<file path="config.mk">
export PLATFORM = sky130hd
export DESIGN_NAME = rtlsc_ctrl
export DESIGN_NICKNAME = d
export VERILOG_FILES = /design/src/rtlsc_pkg.sv /design/src/rtlsc_sync.sv /design/src/rtlsc_ctrl.sv
export VERILOG_INCLUDE_DIRS = /design/src
export SDC_FILE = /design/constraint.sdc
export NUM_CORES = 1
export LEC_CHECK = 0
export ABC_AREA = 1
export BUFFER_PORTS_ARGS = -buffer_cell sky130_fd_sc_hd__buf_2
export CORE_MARGIN = 5
export CORE_UTILIZATION = 40
export CTS_CLUSTER_SIZE = 12
export DETAILED_ROUTE_END_ITERATION = 10
export PLACE_DENSITY = 0.55
export SLEW_MARGIN = 10
export SYNTH_ARGS = -nofsm -noshare
export SYNTH_HDL_FRONTEND = slang
export SYNTH_SLANG_ARGS = --single-unit
</file>
<file path="constraint.sdc">
create_clock -name sys_clk -period 10.3 [get_ports sys_clk]
set_input_delay 2.575 -clock sys_clk [delete_from_list [all_inputs] [get_ports sys_clk]]
set_output_delay 2.575 -clock sys_clk [all_outputs]
set_load 0.01 [all_outputs]
</file>
<file path="src/rtlsc_cfg.svh">
// Operation
// RULE1: Off, delay high: on after 2.3 s low.
// RULE2: Delay low first: turn on within 4 ms.
// RULE3: On, delay low first: off within 1 ms.
// RULE4: On, delay high: off after hold delay.
// RULE5: Output off 400 ms, then back on.
// RULE6: Simultaneous triggers: serve only the higher one.
// RULE7: Priority: button, then wake, then shutdown.
// RULE8: Controller repeats a discarded lower trigger; this code drops it and never repeats it.
// RULE9: Button or wake aborts long shutdown delay.
// RULE10: New shutdown needs low then rising again.
// RULE11: Power-on defaults: inputs idle, output on.
// RULE12: Hold delay scaled by trim setting multiplier.
// RULE13: Trim sensed briefly only after button falls.
// RULE14: Wake high with button high turns on.
// RULE15: Shutdown held 1 ms: 7.3 s or 0.6 ms.
// RULE16: Held button after turn-on needs release first.
// RULE17: Discharge pull-down active whenever switch is off.
// RULE18: Early button release clears counter, output unchanged.
// RULE19: One timebase; counters restart when trigger drops.
`ifndef RTLSC_CFG_SVH
`define RTLSC_CFG_SVH

`define RTLSC_CLK_HZ         250.0e6
`define RTLSC_T_TURN_ON_S    2.3
`define RTLSC_T_HOLD_S       7.5
`define RTLSC_T_PULSE_MS     400.0
`define RTLSC_T_SD_S         7.3
`define RTLSC_T_SD_ZERO_MS   0.6
`define RTLSC_T_QUAL_MS      1.0
`define RTLSC_T_TRIM_MS      2.0

`define RTLSC_CYC(t) ($rtoi($ceil((t) * `RTLSC_CLK_HZ - 0.001)))

`define RTLSC_TRIM_GND       3'h0
`define RTLSC_TRIM_3K9       3'h1
`define RTLSC_TRIM_10K       3'h2
`define RTLSC_TRIM_22K       3'h3
`define RTLSC_TRIM_47K       3'h4
`define RTLSC_TRIM_120K      3'h5
`define RTLSC_TRIM_SUPPLY    3'h6

`define RTLSC_PIN_RST_VAL    7'h4e

`endif

</file>
<file path="src/rtlsc_pkg.sv">
package rtlsc_pkg;

   typedef enum logic [2:0]
   {
      RTLSC_OFF   = 3'b000,
      RTLSC_ON    = 3'b001,
      RTLSC_QUAL  = 3'b010,
      RTLSC_SDLY  = 3'b011,
      RTLSC_PULSE = 3'b100
   } rtlsc_mode_type;

   typedef logic [2:0] rtlsc_trim_type;

   typedef struct packed
   {
      rtlsc_mode_type mode;
      logic           switch_en;
      logic           discharge_en;
      logic           trim_sense_en;
      logic           btn_prev;
      logic           wake_prev;
      logic           sd_prev;
      logic           dsel_prev;
      logic           btn_armed;
      logic           zero_sel;
      logic           sd_long;
      rtlsc_trim_type trim;
      logic [31:0]    btn_cnt;
      logic [31:0]    tmr;
      logic [31:0]    trim_cnt;
   } rtlsc_state_type;

endpackage

</file>
<file path="src/rtlsc_sync.sv">
`timescale 1ns/1ps

module rtlsc_sync
#(
   parameter int             WIDTH   = 1,
   parameter logic [WIDTH-1:0] RST_VAL = '0
)
(
   input  wire logic             sys_clk,
   input  wire logic             rst_n,
   input  wire logic [WIDTH-1:0] din,
   output logic      [WIDTH-1:0] dout
);

   typedef struct packed
   {
      logic [WIDTH-1:0] meta;
      logic [WIDTH-1:0] stab;
   } rtlsc_sync_type;

   rtlsc_sync_type state_ff;
   rtlsc_sync_type nxt_state;

   always_comb
   begin
      nxt_state.meta = din;
      nxt_state.stab = state_ff.meta;
   end

   always_ff @(posedge sys_clk or negedge rst_n)
   begin
      if (!rst_n)
      begin
         state_ff <= {RST_VAL, RST_VAL};
      end
      else
      begin
         state_ff <= nxt_state;
      end
   end

   assign dout = state_ff.stab;

endmodule

</file>
<file path="src/rtlsc_ctrl.sv">
`timescale 1ns/1ps
`include "rtlsc_cfg.svh"

module rtlsc_ctrl
#(
   parameter int unsigned TURN_ON_CYC = `RTLSC_CYC(`RTLSC_T_TURN_ON_S),
   parameter int unsigned HOLD_CYC    = `RTLSC_CYC(`RTLSC_T_HOLD_S),
   parameter int unsigned PULSE_CYC
      = `RTLSC_CYC(`RTLSC_T_PULSE_MS / 1000.0),
   parameter int unsigned SD_CYC      = `RTLSC_CYC(`RTLSC_T_SD_S),
   parameter int unsigned SD_ZERO_CYC
      = `RTLSC_CYC(`RTLSC_T_SD_ZERO_MS / 1000.0),
   parameter int unsigned QUAL_CYC
      = `RTLSC_CYC(`RTLSC_T_QUAL_MS / 1000.0),
   parameter int unsigned TRIM_CYC
      = `RTLSC_CYC(`RTLSC_T_TRIM_MS / 1000.0)
)
(
   input  wire logic            sys_clk,
   input  wire logic            nrst,
   input  wire logic            reset_button_n,
   input  wire logic            wake_input,
   input  wire logic            shutdown_req,
   input  wire logic            delay_sel,
   input  wire rtlsc_pkg::rtlsc_trim_type delay_trim_pin,
   output logic                 switch_en,
   output logic                 discharge_en,
   output logic                 trim_sense_en
);
   import rtlsc_pkg::*;

   logic            rst_n_int;
   logic [6:0]      pin_sync;
   logic            btn;
   logic            wake;
   logic            sd;
   logic            dsel;
   rtlsc_trim_type  trim_in;

   rtlsc_state_type state_ff;
   rtlsc_state_type nxt_state;

   // Power-on state: output on, pins taken as idle, trim at unity.
   localparam rtlsc_state_type RST_STATE = '{
      mode:          RTLSC_ON, // RULE11
      switch_en:     1'b1, // RULE11
      discharge_en:  1'b0,
      trim_sense_en: 1'b0,
      btn_prev:      1'b1, // RULE11
      wake_prev:     1'b0,
      sd_prev:       1'b0,
      dsel_prev:     1'b1, // RULE11
      btn_armed:     1'b1,
      zero_sel:      1'b0,
      sd_long:       1'b1,
      trim:          `RTLSC_TRIM_SUPPLY,
      btn_cnt:       32'h0,
      tmr:           32'h0,
      trim_cnt:      32'h0
   };

   logic            btn_fall;
   logic            wake_rise;
   logic            sd_rise;
   logic            ev_btn;
   logic            ev_wake;
   logic            ev_sd;
   logic            zero_now;
   logic            btn_hold;
   logic            on_done;
   logic            rst_done;
   logic            enter_on;
   logic [3:0]      mult;
   logic [31:0]     hold_tgt;
   logic [31:0]     sd_tgt;

   // Reset is released through two flip-flops of its own.
   rtlsc_sync
   #(
      .WIDTH   (1),
      .RST_VAL (1'b0)
   )
   u_rst_sync
   (
      .sys_clk (sys_clk),
      .rst_n   (nrst),
      .din     (1'b1),
      .dout    (rst_n_int)
   );

   // Pins come up in their idle levels so no edge is seen at reset.
   rtlsc_sync
   #(
      .WIDTH   (7),
      .RST_VAL (`RTLSC_PIN_RST_VAL)
   )
   u_pin_sync
   (
      .sys_clk (sys_clk),
      .rst_n   (rst_n_int),
      .din     ({reset_button_n,
                 wake_input,
                 shutdown_req,
                 delay_sel,
                 delay_trim_pin}),
      .dout    (pin_sync)
   );

   assign btn     = pin_sync[6];
   assign wake    = pin_sync[5];
   assign sd      = pin_sync[4];
   assign dsel    = pin_sync[3];
   assign trim_in = pin_sync[2:0];

   // Multiplier in quarters of the nominal hold delay.
   always_comb
   begin
      unique case (state_ff.trim)
         `RTLSC_TRIM_GND:  mult = 4'h2; // RULE12
         `RTLSC_TRIM_3K9:  mult = 4'h3; // RULE12
         `RTLSC_TRIM_10K:  mult = 4'h5; // RULE12
         `RTLSC_TRIM_22K:  mult = 4'h6; // RULE12
         `RTLSC_TRIM_47K:  mult = 4'h7; // RULE12
         `RTLSC_TRIM_120K: mult = 4'h8; // RULE12
         default:          mult = 4'h4; // RULE12
      endcase
   end

   // The product is formed wide so a long hold delay cannot wrap.
   assign hold_tgt = 32'((64'(HOLD_CYC) * 64'(mult)) >> 2);

   always_comb
   begin
      if (state_ff.sd_long)
      begin
         sd_tgt = 32'(SD_CYC); // RULE15
      end
      else
      begin
         sd_tgt = 32'(SD_ZERO_CYC); // RULE15
      end
   end

   assign btn_fall  = state_ff.btn_prev & ~btn;
   assign wake_rise = ~state_ff.wake_prev & wake;
   assign sd_rise   = ~state_ff.sd_prev & sd; // RULE10

   // Fixed priority: button, then wake, then shutdown; losers are dropped.
   always_comb
   begin
      ev_btn  = 1'b0;
      ev_wake = 1'b0;
      ev_sd   = 1'b0;
      if (btn_fall)
      begin
         ev_btn = 1'b1; // RULE7
      end
      else if (wake_rise)
      begin
         ev_wake = 1'b1; // RULE6
      end
      else if (sd_rise)
      begin
         ev_sd = 1'b1; // RULE6
      end
   end

   // Delay select is taken as it stood before the button fell.
   assign zero_now = btn_fall ? ~state_ff.dsel_prev : state_ff.zero_sel;
   assign btn_hold = ~btn & state_ff.btn_armed; // RULE16

   assign on_done = btn_hold & (zero_now // RULE2
      | (state_ff.btn_cnt >= 32'(TURN_ON_CYC - 1))); // RULE1
   assign rst_done = btn_hold & (zero_now // RULE3
      | (state_ff.btn_cnt >= hold_tgt - 32'h1)); // RULE4

   always_comb
   begin
      nxt_state = state_ff;
      enter_on  = 1'b0;

      nxt_state.btn_prev  = btn;
      nxt_state.wake_prev = wake;
      nxt_state.sd_prev   = sd;
      nxt_state.dsel_prev = dsel;

      // Hold counter runs only while the button stays low.
      if (btn)
      begin
         nxt_state.btn_cnt   = 32'h0; // RULE18
         nxt_state.btn_armed = 1'b1; // RULE16
      end
      else if (state_ff.btn_armed && state_ff.btn_cnt != 32'hffffffff)
      begin
         nxt_state.btn_cnt = state_ff.btn_cnt + 32'h1; // RULE19
      end

      if (btn_fall)
      begin
         nxt_state.zero_sel      = ~state_ff.dsel_prev;
         nxt_state.trim_sense_en = 1'b1; // RULE13
         nxt_state.trim_cnt      = 32'h0;
      end
      else if (state_ff.trim_sense_en)
      begin
         nxt_state.trim_cnt = state_ff.trim_cnt + 32'h1;
         if (state_ff.trim_cnt >= 32'(TRIM_CYC - 1))
         begin
            nxt_state.trim          = trim_in; // RULE13
            nxt_state.trim_sense_en = 1'b0; // RULE13
         end
      end

      unique case (state_ff.mode)
         RTLSC_OFF:
         begin
            if (on_done || (wake && btn)) // RULE14
            begin
               nxt_state.mode = RTLSC_ON;
               enter_on       = 1'b1;
            end
         end
         RTLSC_ON:
         begin
            if (rst_done)
            begin
               nxt_state.mode    = RTLSC_PULSE;
               nxt_state.tmr     = 32'h0;
               nxt_state.btn_cnt = 32'h0;
            end
            else if (ev_sd)
            begin
               nxt_state.mode = RTLSC_QUAL; // RULE15
               nxt_state.tmr  = 32'h0;
            end
         end
         // A request that drops during qualify is forgotten.
         RTLSC_QUAL:
         begin
            nxt_state.tmr = state_ff.tmr + 32'h1;
            if (ev_btn || ev_wake || !sd)
            begin
               nxt_state.mode = RTLSC_ON; // RULE19
            end
            else if (state_ff.tmr >= 32'(QUAL_CYC - 1))
            begin
               nxt_state.mode    = RTLSC_SDLY; // RULE15
               nxt_state.tmr     = 32'h0;
               nxt_state.sd_long = dsel;
            end
         end
         // Only the long delay can be aborted by a higher input.
         RTLSC_SDLY:
         begin
            nxt_state.tmr = state_ff.tmr + 32'h1;
            if (state_ff.sd_long && (ev_btn || ev_wake))
            begin
               nxt_state.mode = RTLSC_ON; // RULE9
            end
            else if (state_ff.tmr >= sd_tgt - 32'h1)
            begin
               nxt_state.mode    = RTLSC_OFF; // RULE15
               nxt_state.btn_cnt = 32'h0;
            end
         end
         RTLSC_PULSE:
         begin
            nxt_state.tmr = state_ff.tmr + 32'h1;
            if (state_ff.tmr >= 32'(PULSE_CYC - 1))
            begin
               nxt_state.mode = RTLSC_ON; // RULE5
               enter_on       = 1'b1;
            end
         end
         default:
         begin
            nxt_state.mode = RTLSC_ON;
         end
      endcase

      // A button still held across turn-on must be released first.
      if (enter_on)
      begin
         nxt_state.btn_armed = 1'b0; // RULE16
         nxt_state.btn_cnt   = 32'h0;
      end

      nxt_state.switch_en = (nxt_state.mode != RTLSC_OFF)
         && (nxt_state.mode != RTLSC_PULSE); // RULE5
      nxt_state.discharge_en = ~nxt_state.switch_en; // RULE17
   end

   always_ff @(posedge sys_clk or negedge rst_n_int)
   begin
      if (!rst_n_int)
      begin
         state_ff <= RST_STATE; // RULE11
      end
      else
      begin
         state_ff <= nxt_state;
      end
   end

   assign switch_en     = state_ff.switch_en;
   assign discharge_en  = state_ff.discharge_en;
   assign trim_sense_en = state_ff.trim_sense_en;

endmodule

</file>
==> flow_summary_export.csv <==
group,metric,value,unit
clock_tree,ctsHoldBuffers,0,
clock_tree,clockBufferDepth,2,
die,die_area,0.0292,sq mm
placed_design,io_buffers,11,
clock_tree,ctsResizeCount,0,
timing,fin_skew,16.2,ps
synth,synth-seq-area-share,0.312,
timing,setup-tns-final,0,ps
clock_tree,clock_latency,430,ps
routing,drt_drc_violations_left,0,
synth,synth_area_leader_cell,"dfrtp_1",
synth,synthFlopType,"dfrtp_1",
die,die_y,171,um
worst_setup_path,worstSetupPathType,"register to register",
timing,timing.hold.ws,343,ps
worst_setup_path,crit_required,10640,ps
synth,avgSynthCellArea,7.00,sq um
finish,antenna_cells,0,
finish,fill_cells,2613,
pwr,pwr_density_cell,131,mW/mm^2
die,core.rowCount,58,
clock_tree,cts.clk_slew.worst_paths,70,ps
finish,syn2layout_area_growth,8.32,%
pwr,total_power,1.47,mW
flow_run,drv_cap,0,
timing,clock.fmax,171,MHz
worst_setup_path,start_kind,"register",
pwr,irDropWorstVdd,0.000116,V
global_routing,grt_pass1_wl,45.1,mm
placed_design,hpwl,19.7,mm
worst_setup_path,path_max_fanout,32,
synth,synthAdderAreaFrac,0.0992,
synth,ys_warn_count,0,
run_status,status,"completed",
worst_setup_path,slowest_stage,"dfstp_2",
timing,maxSlewHeadroom,0.293,
global_routing,overflow,0,
routing,routed_wirelength,26.7,mm
finish,multi_input_comb_area,0.00626,sq mm
synth,synth-edff-count,0,
synth,synth_compound_area_frac,0.102,
routing,dr.pass1.iters,5,
worst_setup_path,cpPeakStageDelay,670,ps
timing,rsz0062_at_grt,"false",
timing,hold_violations,0,
worst_setup_path,cp_common_cell,"nand2_1",
finish,layout_commonest_cell,"nand2_1",
worst_setup_path,critPathCaptureType,"register",
timing,drv_slew,0,
timing,setup_viol,0,
routing,vias_per_cell,5.15,
synth,synth_top_area_frac,0.271,
routing,wl_per_cell,14.7,um
synth,synthSimpleGateAreaFrac,0.353,
die,ios,12,
finish,layout.nets,1567,
routing,drt_iter0_markers,766,
synth,synth_xor_area_frac,0.0500,
worst_hold_path,hp-class,"register to register",
die,fp.dieW,171,um
routing,dr_total_vias,9392,
clock_tree,htreeDepth,4,
clock_tree,cts_buffers,17,
synth,muxShareOfSynthArea,0,
global_routing,grt_pass1_vias,9011,
placed_design,gp_congestion,0.936,
finish,layout-drive-gt1-share,0.0898,
synth,syn_area,0.0103,sq mm
clock_tree,cts_setup_buffers,0,
die,core_area,0.0253,sq mm
die,initial_core_util,0.408,
finish,layout.cells.most_common_list,"356 x nand2_1, 182 x nor2_1, 164 x inv_1",
timing,tightest_slew,1050,ps
synth,synthCells,1477,
global_routing,grt_max_degree,68,
worst_setup_path,critPathArrivalTime,6190,ps
routing,detail-route-antenna-nets,0,
synth,async_flop_share,1.00,
synth,ys_ff_latch,128,
clock_tree,tritoncts,"done",
clock_tree,numClockSinks,128,
worst_setup_path,reg2reg_slack,4440,ps
timing,period_minus_slack,5860,ps
synth,synth_cell_types,57,
finish,regArea,0.00323,sq mm
timing,period_share,0.569,
pwr,p_leak,5.18,nW
synth,ys_top_cells_by_area,"dfrtp_1 27%, nand2_1 13%, ha_1 9.0%",
clock_tree,clock-root-buffer,"clkbuf_16",
synth,synth_top_family_by_area,"simple AND/OR/NAND/NOR gates",
global_routing,antenna_found_initial,0,
global_routing,grtUsageTotal,0.188,
## worst max-delay path, delay by kind of cell (launching register included)
kind	cells	cell delay (ps)
buffers and inverters	3	300
DFF	1	670
adders and majority gates	5	1750
AOI/OAI and AO/OA	5	830
and+or+nand+nor	19	2250
## metal layers
metal	global-route usage	wire [um]	share of wire
met1	0.256	12800	0.48
met2	0.319	12800	0.48
met3	0.0247	726	0.027
met4	0.0476	375	0.014
met5	0	0	0
## kinds of logic (layout without fill, tap and decap cells)
| group | Yosys count | in the layout |
|---|---|---|
| XOR/XNOR | 59 | 59 |
| adder cells (fa/ha/maj) | 79 | 79 |
| other | 1 | 2 |
| flip-flops | 128 | 128 |
| AO/OA/AOI/OAI | 188 | 188 |
| AND/OR/NAND/NOR | 812 | 812 |
| buffers and inverters | 210 | 224 |
## stage by stage
stage               worst slack, ps  instances   util  instance area [sq um]
global route                   3800       1822  0.442                  11200
CTS                            4380       1822  0.442                  11200
global placement               4610       1790  0.421                  10700
finish                         4440       1822  0.442                  11200
detailed placement             4450       1790  0.421                  10700
floorplan                      5150       1478      -                  10300
## path summary, 6_finish.rpt
path	start	end	cells past startpoint
worst min register to register	u_rst_sync.nxt_state[0]	u_rst_sync.dout	0
min in group asynchronous	u_rst_sync.dout	state_ff[67]	0
worst max-delay path	state_ff[98]	state_ff[79]	32
max in group asynchronous	nrst	u_rst_sync.dout	1
worst min-delay path	u_rst_sync.nxt_state[0]	u_rst_sync.dout	0
worst max register to register	state_ff[98]	state_ff[79]	32
## cell type report
class,instances,area share
clock buffers,19,0.0395
clock inverters,13,0.00927
inverters,177,0.0597
multi-input cells,1140,0.559
flip-flops and latches,128,0.288
well taps,330,0.0369
repair buffers,15,0.00759
## state kept, by name, indices dropped and copies added, names as in the netlist
name and cells:
u_pin_sync.nxt_state 7, trim_sense_en 1, state_ff 109, switch_en 1, u_rst_sync.dout 1, u_rst_sync.nxt_state 1
u_pin_sync.dout 7, discharge_en 1
## report_power, final
group | internal [mW] | total (mW) | switching (mW)
clock | 0.318 | 0.579 | 0.260
sequential | 0.545 | 0.585 | 0.0394
combinational | 0.0849 | 0.307 | 0.222
## cells in the mapped netlist, drive strengths merged (7+ instances only)
| cell | number |
|---|---|
| clkbuf | 15 |
| buf | 18 |
| nand3 | 108 |
| nor3 | 58 |
| ha | 74 |
| o211ai | 7 |
| o21ai | 61 |
| o21bai | 7 |
| xor2 | 43 |
| dfstp | 16 |
| nor2 | 205 |
| dfrtp | 112 |
| nand2 | 366 |
| a21oi | 93 |
| inv | 176 |
| xnor2 | 16 |
| nor4 | 23 |
| nand4 | 34 |
Power figures use the tool's default switching activity.
